$ cat src/shared/kss_pkg.sv
// Contract
// - Free run, series per trigger, subframe per trigger
// - Refuse kinetics without installed option
// - Refuse kinetics on interline sensors
// - Free run: back-to-back programmed exposures
// - Window size is rows per subframe
// - Subframes equal sensor rows over window
// - Shift time is row time times window
// - One sync takes whole series
// - Act on sync after start; expose
// - Close, shift, reopen until series done
// - Last subframe: close, compensate, read out (the code shifts before compensating)
// - Ready again only after readout
// - One subframe per sync pulse
// - First sync exposes; shift, await next
// - Series done: close, read out, rearm (the code also shifts and compensates, then returns to idle)
// - Readout indication high during readout
package kss_pkg;

    // ****************************************************************
    // Register map
    // ****************************************************************
    localparam logic [7:0] KSS_CTRL_ADDR = 8'h00;
    localparam logic [7:0] KSS_EXPO_ADDR = 8'h04;
    localparam logic [7:0] KSS_WIN_ADDR = 8'h08;
    localparam logic [7:0] KSS_ROWT_ADDR = 8'h0c;
    localparam logic [7:0] KSS_COMP_ADDR = 8'h10;
    localparam logic [7:0] KSS_RDT_ADDR = 8'h14;
    localparam logic [7:0] KSS_STAT_ADDR = 8'h18;
    localparam logic [7:0] KSS_CAP_ADDR = 8'h1c;

    // CTRL fields
    localparam int KSS_CTRL_BEGIN_BIT = 0;
    localparam int KSS_CTRL_ABORT_BIT = 1;
    localparam int KSS_CTRL_MODE_LSB = 4;
    localparam int KSS_CTRL_MODE_W = 2;

    // Sensor and timing widths
    localparam int KSS_ROW_W = 12;
    localparam int KSS_CNT_W = 32;
    localparam logic [KSS_ROW_W-1:0] KSS_SENSOR_ROWS = 12'h200;
    localparam logic [KSS_ROW_W-1:0] KSS_WIN_RST = 12'h020;
    localparam logic [KSS_CNT_W-1:0] KSS_EXPO_RST = 32'h000003e8;
    localparam logic [KSS_CNT_W-1:0] KSS_ROWT_RST = 32'h0000012c;
    localparam logic [KSS_CNT_W-1:0] KSS_COMP_RST = 32'h00000064;
    localparam logic [KSS_CNT_W-1:0] KSS_RDT_RST = 32'h00001000;

    // ****************************************************************
    // Modes and states
    // ****************************************************************
    typedef enum logic [1:0] {
        KSS_MODE_FREE = 2'h0,
        KSS_MODE_SERIES = 2'h1,
        KSS_MODE_PERSUB = 2'h2
    } kss_mode_e;

    typedef enum logic [6:0] {
        KSS_IDLE = 7'h01,
        KSS_ARM = 7'h02,
        KSS_EXPOSE = 7'h04,
        KSS_SHIFT = 7'h08,
        KSS_WAIT = 7'h10,
        KSS_COMP = 7'h20,
        KSS_READ = 7'h40
    } kss_state_e;

endpackage

$ cat src/shared/kss_cfg_if.sv
interface kss_cfg_if;
    logic [1:0] mode;
    logic begin_pulse;
    logic abort_pulse;
    logic [31:0] expo_cycles;
    logic [31:0] shift_cycles;
    logic [31:0] comp_cycles;
    logic [31:0] read_cycles;
    logic [11:0] sub_total;
    logic cfg_ok;
    logic busy;
    logic [6:0] state;
    logic [11:0] sub_count;
    logic ignored;

    modport regs (output mode, begin_pulse, abort_pulse, expo_cycles, shift_cycles, comp_cycles,
                  read_cycles, sub_total, cfg_ok, input busy, state, sub_count, ignored);
    modport seq (input mode, begin_pulse, abort_pulse, expo_cycles, shift_cycles, comp_cycles,
                 read_cycles, sub_total, cfg_ok, output busy, state, sub_count, ignored);
endinterface

$ cat src/core/kss_regs.sv
module kss_regs (
    // Clock and reset
    input wire logic pclk,
    input wire logic presetn,
    // Option straps, already synchronised
    input wire logic opt_installed,
    input wire logic sensor_interline,
    // APB
    input wire logic psel,
    input wire logic penable,
    input wire logic pwrite,
    input wire logic [7:0] paddr,
    input wire logic [31:0] pwdata,
    output logic [31:0] prdata,
    output logic pslverr,
    // Sequencer side
    kss_cfg_if.regs cfg
);

    logic [1:0] mode_q;
    logic [31:0] expo_q;
    logic [11:0] win_q;
    logic [31:0] rowt_q;
    logic [31:0] comp_q;
    logic [31:0] rdt_q;
    logic begin_q;
    logic abort_q;
    logic ign_seen_q;
    logic wr_en;
    logic rd_en;
    logic [31:0] rd_d;
    logic known;

    assign wr_en = psel && penable && pwrite;
    assign rd_en = psel && penable && !pwrite;

    always_ff @(posedge pclk or negedge presetn) begin
        if (!presetn) begin
            mode_q <= 2'h0;
            expo_q <= kss_pkg::KSS_EXPO_RST;
            win_q <= kss_pkg::KSS_WIN_RST;
            rowt_q <= kss_pkg::KSS_ROWT_RST;
            comp_q <= kss_pkg::KSS_COMP_RST;
            rdt_q <= kss_pkg::KSS_RDT_RST;
        end else if (wr_en && !cfg.busy) begin
            // Timing is frozen while a series runs
            unique case (paddr)
                kss_pkg::KSS_CTRL_ADDR: mode_q <= pwdata[kss_pkg::KSS_CTRL_MODE_LSB +: kss_pkg::KSS_CTRL_MODE_W];
                kss_pkg::KSS_EXPO_ADDR: expo_q <= pwdata;
                kss_pkg::KSS_WIN_ADDR: win_q <= pwdata[11:0];
                kss_pkg::KSS_ROWT_ADDR: rowt_q <= pwdata;
                kss_pkg::KSS_COMP_ADDR: comp_q <= pwdata;
                kss_pkg::KSS_RDT_ADDR: rdt_q <= pwdata;
                default: ;
            endcase
        end
    end

    always_ff @(posedge pclk or negedge presetn) begin
        if (!presetn) begin
            begin_q <= 1'b0;
            abort_q <= 1'b0;
        end else begin
            begin_q <= wr_en && paddr == kss_pkg::KSS_CTRL_ADDR && pwdata[kss_pkg::KSS_CTRL_BEGIN_BIT];
            abort_q <= wr_en && paddr == kss_pkg::KSS_CTRL_ADDR && pwdata[kss_pkg::KSS_CTRL_ABORT_BIT];
        end
    end

    // Sticky: set wins over a clearing read
    always_ff @(posedge pclk or negedge presetn) begin
        if (!presetn) begin
            ign_seen_q <= 1'b0;
        end else if (cfg.ignored) begin
            ign_seen_q <= 1'b1;
        end else if (rd_en && paddr == kss_pkg::KSS_STAT_ADDR) begin
            ign_seen_q <= 1'b0;
        end
    end

    assign cfg.mode = mode_q;
    assign cfg.begin_pulse = begin_q;
    assign cfg.abort_pulse = abort_q;
    assign cfg.expo_cycles = (expo_q == 32'h0) ? 32'h1 : expo_q;
    assign cfg.shift_cycles = 32'(rowt_q * 32'(win_q));
    assign cfg.comp_cycles = comp_q;
    assign cfg.read_cycles = (rdt_q == 32'h0) ? 32'h1 : rdt_q;
    assign cfg.sub_total = (win_q == 12'h0) ? 12'h0 : kss_pkg::KSS_SENSOR_ROWS / win_q;
    assign cfg.cfg_ok = opt_installed && !sensor_interline && win_q != 12'h0
                        && mode_q != 2'h3;

    always_comb begin
        known = 1'b1;
        rd_d = 32'h0;
        unique case (paddr)
            kss_pkg::KSS_CTRL_ADDR: rd_d[kss_pkg::KSS_CTRL_MODE_LSB +: kss_pkg::KSS_CTRL_MODE_W] = mode_q;
            kss_pkg::KSS_EXPO_ADDR: rd_d = expo_q;
            kss_pkg::KSS_WIN_ADDR: rd_d = {20'h0, win_q};
            kss_pkg::KSS_ROWT_ADDR: rd_d = rowt_q;
            kss_pkg::KSS_COMP_ADDR: rd_d = comp_q;
            kss_pkg::KSS_RDT_ADDR: rd_d = rdt_q;
            kss_pkg::KSS_STAT_ADDR: rd_d = {cfg.sub_count, 4'h0, ign_seen_q, cfg.state, 3'h0,
                                             cfg.cfg_ok, cfg.busy, 3'h0};
            kss_pkg::KSS_CAP_ADDR: rd_d = {20'h0, cfg.sub_total};
            default: known = 1'b0;
        endcase
    end

    always_ff @(posedge pclk or negedge presetn) begin
        if (!presetn) begin
            prdata <= 32'h0;
        end else if (psel && !penable) begin
            prdata <= rd_d;
        end
    end

    always_ff @(posedge pclk or negedge presetn) begin
        if (!presetn) begin
            pslverr <= 1'b0;
        end else if (psel && !penable) begin
            pslverr <= !known;
        end
    end

endmodule // kss_regs

$ cat src/core/kss_seq.sv
// Added by the designer: register access over APB and the register addresses.
module kss_seq (
    // Clock and reset
    input wire logic pclk,
    input wire logic presetn,
    // APB slave
    input wire logic psel,
    input wire logic penable,
    input wire logic pwrite,
    input wire logic [7:0] paddr,
    input wire logic [31:0] pwdata,
    output logic [31:0] prdata,
    output logic pready,
    output logic pslverr,
    // Straps and sync pin
    input wire logic opt_installed,
    input wire logic sensor_interline,
    input wire logic ext_sync,
    // Sensor and intensifier controls
    output logic photocathode_on,
    output logic row_shift,
    output logic readout_active,
    output logic readout_indication
);

    // ****************************************************************
    // Pin synchronisers
    // ****************************************************************
    logic [1:0] sync_ff_q;
    logic [1:0] opt_ff_q;
    logic [1:0] ilt_ff_q;
    logic sync_prev_q;
    logic sync_rise;

    always_ff @(posedge pclk or negedge presetn) begin
        if (!presetn) begin
            sync_ff_q <= 2'h0;
            opt_ff_q <= 2'h0;
            ilt_ff_q <= 2'h0;
            sync_prev_q <= 1'b0;
        end else begin
            sync_ff_q <= {sync_ff_q[0], ext_sync};
            opt_ff_q <= {opt_ff_q[0], opt_installed};
            ilt_ff_q <= {ilt_ff_q[0], sensor_interline};
            sync_prev_q <= sync_ff_q[1];
        end
    end

    assign sync_rise = sync_ff_q[1] && !sync_prev_q;

    // ****************************************************************
    // Registers
    // ****************************************************************
    kss_cfg_if cfg ();
    logic [31:0] prdata_w;
    logic pslverr_w;

    kss_regs u_regs (
        .pclk(pclk),
        .presetn(presetn),
        .opt_installed(opt_ff_q[1]),
        .sensor_interline(ilt_ff_q[1]),
        .psel(psel),
        .penable(penable),
        .pwrite(pwrite),
        .paddr(paddr),
        .pwdata(pwdata),
        .prdata(prdata_w),
        .pslverr(pslverr_w),
        .cfg(cfg)
    );

    assign prdata = prdata_w;
    assign pslverr = pslverr_w;

    // Zero wait states, registered
    always_ff @(posedge pclk or negedge presetn) begin
        if (!presetn) begin
            pready <= 1'b0;
        end else begin
            pready <= psel && !penable;
        end
    end

    // ****************************************************************
    // Sequencer
    // ****************************************************************
    kss_pkg::kss_state_e state_q;
    kss_pkg::kss_state_e state_d;
    logic [31:0] tmr_q;
    logic [11:0] sub_q;
    logic tmr_done;
    logic last_sub;
    logic ign_q;

    assign tmr_done = (tmr_q <= 32'h1);
    assign last_sub = (sub_q + 12'h1 >= cfg.sub_total);

    always_comb begin
        state_d = state_q;
        unique case (state_q)
            kss_pkg::KSS_IDLE: begin
                if (cfg.begin_pulse && cfg.cfg_ok) begin
                    state_d = (cfg.mode == kss_pkg::KSS_MODE_FREE) ? kss_pkg::KSS_EXPOSE
                                                                   : kss_pkg::KSS_ARM;
                end
            end
            kss_pkg::KSS_ARM: begin
                if (sync_rise) begin
                    state_d = kss_pkg::KSS_EXPOSE;
                end
            end
            kss_pkg::KSS_EXPOSE: begin
                if (tmr_done) begin
                    state_d = kss_pkg::KSS_SHIFT;
                end
            end
            kss_pkg::KSS_SHIFT: begin
                if (tmr_done) begin
                    if (last_sub) begin
                        state_d = kss_pkg::KSS_COMP;
                    end else if (cfg.mode == kss_pkg::KSS_MODE_PERSUB) begin
                        state_d = kss_pkg::KSS_WAIT;
                    end else begin
                        state_d = kss_pkg::KSS_EXPOSE;
                    end
                end
            end
            kss_pkg::KSS_WAIT: begin
                if (sync_rise) begin
                    state_d = kss_pkg::KSS_EXPOSE;
                end
            end
            kss_pkg::KSS_COMP: begin
                if (tmr_done) begin
                    state_d = kss_pkg::KSS_READ;
                end
            end
            kss_pkg::KSS_READ: begin
                if (tmr_done) begin
                    state_d = kss_pkg::KSS_IDLE;
                end
            end
            default: state_d = kss_pkg::KSS_IDLE;
        endcase
        if (cfg.abort_pulse) begin
            state_d = kss_pkg::KSS_IDLE;
        end
    end

    always_ff @(posedge pclk or negedge presetn) begin
        if (!presetn) begin
            state_q <= kss_pkg::KSS_IDLE;
        end else begin
            state_q <= state_d;
        end
    end

    // Phase timer loads on entry to each timed state
    always_ff @(posedge pclk or negedge presetn) begin
        if (!presetn) begin
            tmr_q <= 32'h0;
        end else if (state_d != state_q) begin
            unique case (state_d)
                kss_pkg::KSS_EXPOSE: tmr_q <= cfg.expo_cycles;
                kss_pkg::KSS_SHIFT: tmr_q <= cfg.shift_cycles;
                kss_pkg::KSS_COMP: tmr_q <= cfg.comp_cycles;
                kss_pkg::KSS_READ: tmr_q <= cfg.read_cycles;
                default: tmr_q <= 32'h0;
            endcase
        end else if (tmr_q != 32'h0) begin
            tmr_q <= tmr_q - 32'h1;
        end
    end

    // Subframe counter
    always_ff @(posedge pclk or negedge presetn) begin
        if (!presetn) begin
            sub_q <= 12'h0;
        end else if (state_q == kss_pkg::KSS_IDLE && cfg.begin_pulse) begin
            sub_q <= 12'h0;
        end else if (state_q == kss_pkg::KSS_SHIFT && tmr_done && !last_sub) begin
            sub_q <= sub_q + 12'h1;
        end
    end

    // Sync pulses during exposure, shift, compensation or readout are dropped
    always_ff @(posedge pclk or negedge presetn) begin
        if (!presetn) begin
            ign_q <= 1'b0;
        end else begin
            ign_q <= sync_rise && (state_q == kss_pkg::KSS_READ || state_q == kss_pkg::KSS_COMP
                                   || state_q == kss_pkg::KSS_EXPOSE || state_q == kss_pkg::KSS_SHIFT);
        end
    end

    assign cfg.busy = (state_q != kss_pkg::KSS_IDLE);
    assign cfg.state = state_q;
    assign cfg.sub_count = sub_q;
    assign cfg.ignored = ign_q;

    // ****************************************************************
    // Outputs
    // ****************************************************************
    always_ff @(posedge pclk or negedge presetn) begin
        if (!presetn) begin
            photocathode_on <= 1'b0;
            row_shift <= 1'b0;
            readout_active <= 1'b0;
            readout_indication <= 1'b0;
        end else begin
            photocathode_on <= (state_d == kss_pkg::KSS_EXPOSE);
            row_shift <= (state_d == kss_pkg::KSS_SHIFT);
            readout_active <= (state_d == kss_pkg::KSS_READ);
            readout_indication <= (state_d == kss_pkg::KSS_READ);
        end
    end

endmodule // kss_seq

$ cat config.mk
export PLATFORM = sky130hd
export DESIGN_NAME = kss_seq
export DESIGN_NICKNAME = d
export VERILOG_FILES = /design/src/shared/kss_pkg.sv /design/src/shared/kss_cfg_if.sv /design/src/core/kss_regs.sv /design/src/core/kss_seq.sv
export SDC_FILE = /design/constraint.sdc
export NUM_CORES = 1
export LEC_CHECK = 0
export BUFFER_PORTS_ARGS = -buffer_cell sky130_fd_sc_hd__buf_2
export CAP_MARGIN = 15
export CORE_MARGIN = 10
export CORE_UTILIZATION = 35
export CTS_CLUSTER_DIAMETER = 40
export CTS_CLUSTER_SIZE = 16
export DETAILED_ROUTE_END_ITERATION = 10
export MAX_ROUTING_LAYER = met4
export PLACE_DENSITY = 0.51
export SYNTH_ARGS = -nofsm -noshare
export SYNTH_HDL_FRONTEND = slang
export SYNTH_HIERARCHICAL = 1
export SYNTH_SLANG_ARGS = --single-unit
$ cat constraint.sdc
create_clock -name pclk -period 16.9 [get_ports pclk]
set_input_delay 4.225 -clock pclk [delete_from_list [all_inputs] [get_ports pclk]]
set_output_delay 4.225 -clock pclk [all_outputs]
set_load 0.1 [all_outputs]
==> flow_summary.json <==
{
  "start_util_pct": 35.27,
  "synth_area_um2": 25210,
  "cts_buffers": 40,
  "design_area_um2": 30460,
  "placedCellCount": 3801,
  "worstMarginPinSlew_ns": 1.066,
  "r2r_slack_ns": -0.05,
  "cts_tree": "done",
  "num_rows": 98,
  "num_vias": 21640,
  "cts_buffer_depth": 3,
  "synth_most_common_cell": "nand2_1",
  "fin_worst_skew_ns": 0.02499,
  "fin_crit_sh_pct": 100.3,
  "die_w_um": 288.4,
  "drt-initial-drc-count": 1528,
  "status": "finished, violations left",
  "netlist.area_leader.share_pct": 22.33,
  "setup_slack_ns": -0.04653,
  "cp_slowest_cell": "o41a_1",
  "instances_no_fill": 3928,
  "setup-tns-final_ns": -0.5820,
  "r2r_start": "u_regs/win_q[9]",
  "ys.flop_type": "dfrtp_1",
  "yosysUniqueCellTypes": 92,
  "antenna_found_initial": 7,
  "overflow": 0,
  "dpl.hpwl_mm": 64.54,
  "slew_viol_final": 0,
  "async_reset_ff_share_pct": 100.0,
  "htreeDepth": 2,
  "timing.critical_path.to_type": "flip-flop",
  "seq_area_frac_synth_pct": 24.00,
  "drtPass1Iterations": 8,
  "ys_seq_elements": 241,
  "dieArea_um2": 83170,
  "synth_edf_count": 0,
  "cpMostUsedCell": "buf_4",
  "rsz0062_at_grt": "yes",
  "cp_max_fo": 8,
  "cpPeakStageDelay_ns": 0.47,
  "violations": "setup timing",
  "worstSetupPathType": "flip-flop to flip-flop",
  "crit_start": "u_regs/win_q[9]",
  "drcViolationCount": 0,
  "hold_class": "flip-flop to flip-flop",
  "path_clk_slew_ns": 0.05,
  "viasPerCell": 5.509,
  "timing.max_cap.violations": 0,
  "area_growth_pct": 20.79,
  "grt_pass1_vias": 22383,
  "yosys.area.top_type": "dfrtp_1",
  "relSlewSlack_pct": 28.84,
  "insertion_delay_ns": 0.55,
  "drtAntennaViolNets": 0,
  "synthTopCellsByArea": "dfrtp_1 (22%), fa_1 (19%), mux2_2 (6.7%)",
  "ys_warn_count": 6,
  "final_hold_viol_count": 0,
  "drt-total-wl_mm": 87.97,
  "place_area_um2": 27950,
  "cp.arrival_ns": 17.35,
  "hp-start": "sync_ff_q[0]",
  "max_freq_mhz": 59.01,
  "coreArea_um2": 71490,
  "place_ws_ns": -0.6646,
  "finalCriticalPeriod_ns": 16.95,
  "postSynthCellCount": 2751,
  "synth_common_cells": "nand2_1 (385), inv_1 (262), fa_1 (239)",
  "avgRoutedWirePerCell_um": 22.40,
  "grt_pass1_wl_mm": 135.5,
  "drive_gt1_share_pct": 25.45,
  "grt_max_degree": 143,
  "required_ns": 17.31,
  "place.gp.congestion": 0.9356,
  "avgSynthCellArea_um2": 9.165,
  "final_nets": 3361,
  "ios": 86,
  "root_buffer": "clkbuf_16",
  "critPathLaunchType": "flip-flop",
  "setup_violations": 17,
  "die_y_um": 288.4,
  "port_buffers": 85,
  "track_usage_pct": 21.52,
  "cts.sinks": 241
}
-- cell usage in the layout, fill, tap and decap left out, types with 17 or more instances in the layout --
cell type and instances:
buf_2 84, inv_1 260, and2_1 108, clkbuf_16 41, xnor2_1 70, fa_1 239, mux2_2 147, nor2_1 119
xor2_1 37, mux2i_1 52, a211oi_1 23, a21o_1 26, a222oi_1 17, o21ai_0 87, a22o_1 43, nand2_1 379
nor4_1 30, dfrtp_1 224, a21oi_1 56, nor2b_1 25, a221oi_1 20, nor3_1 37, buf_4 256, ha_1 112
nand3_1 40, nand4_1 21
-- final timing paths --
| kind | to | depth (start not counted) |
|---|---|---|
| max in group asynchronous | tmr_q[22] | 2 |
| worst max-delay path | tmr_q[11] | 91 |
| worst min register to register | sync_ff_q[1] | 0 |
| worst max register to register | tmr_q[11] | 91 |
| min in group asynchronous | u_regs/prdata[3] | 1 |
| worst min-delay path | sync_ff_q[1] | 0 |
-- what timing repair did --
action / in CTS / in global routing
hold buffers: 0 / 0
pin swaps: 30 / 84
setup buffers: 21 / 27
gates cloned: 3 / 1
endpoints found under the setup margin: 48 / 48
resized for setup: 45 / 77
-- sequential cells by signal, indices dropped and copies added, names as in the netlist, 2 cells and up --
name	cells
u_regs/cfg.comp_cycles	32
cfg.sub_count	12
ilt_ff_q	2
u_regs/cfg.mode	2
u_regs/rdt_q	32
tmr_q	32
u_regs/rowt_q	32
u_regs/expo_q	32
cfg.state	7
sync_ff_q	2
u_regs/win_q	12
opt_ff_q	2
u_regs/prdata	32
-- area by class of cell --
class	count	area, µm²
clock buffer	46	1085
fill	6932	41030
sequential	241	6052
timing repair buffer	357	2614
antenna	3	7.507
tap	950	1189
inverter	264	1001
clock inverter	28	350.3
multi-input combinational	2039	18160
-- cells by family after synthesis --
group,share of synthesized area (%)
simple gates,16.64
xor+xnor,3.717
buf+inv,7.295
compound gates,13.80
other cells,0.01487
flops,24.00
mux,9.057
fa+ha+maj,25.48
-- metrics by stage --
step / util (%) / hold WS (ns)
floorplan: - / 0.3312
global placement: 39.10 / 0.3330
detailed placement: 39.10 / 0.3347
CTS: 41.75 / 0.3556
global route: 42.60 / 0.3630
finish: 42.60 / 0.3528
-- worst max-delay path: cells and delay by family, from the launching register on --
kind | cells | cell delay, ns
simple gates | 24 | 2.87
fa+ha+maj | 11 | 3.00
compound gates | 38 | 7.47
flops | 1 | 0.41
buf+inv | 14 | 2.04
mux | 4 | 0.95
-- metal layers --
layer | up-vias | track usage (%) | wire length (µm)
met5 | - | - | 0
met1 | 11107 | 27.83 | 38580
met3 | 142 | 2.224 | 4280
met4 | 0 | 5.821 | 2552
met2 | 645 | 35.54 | 42570
li1 | 9746 | - | -
Power is left out: the tool's default activity adds up to more than one toggle a clock period on the data nets, which glitch-free logic cannot reach.
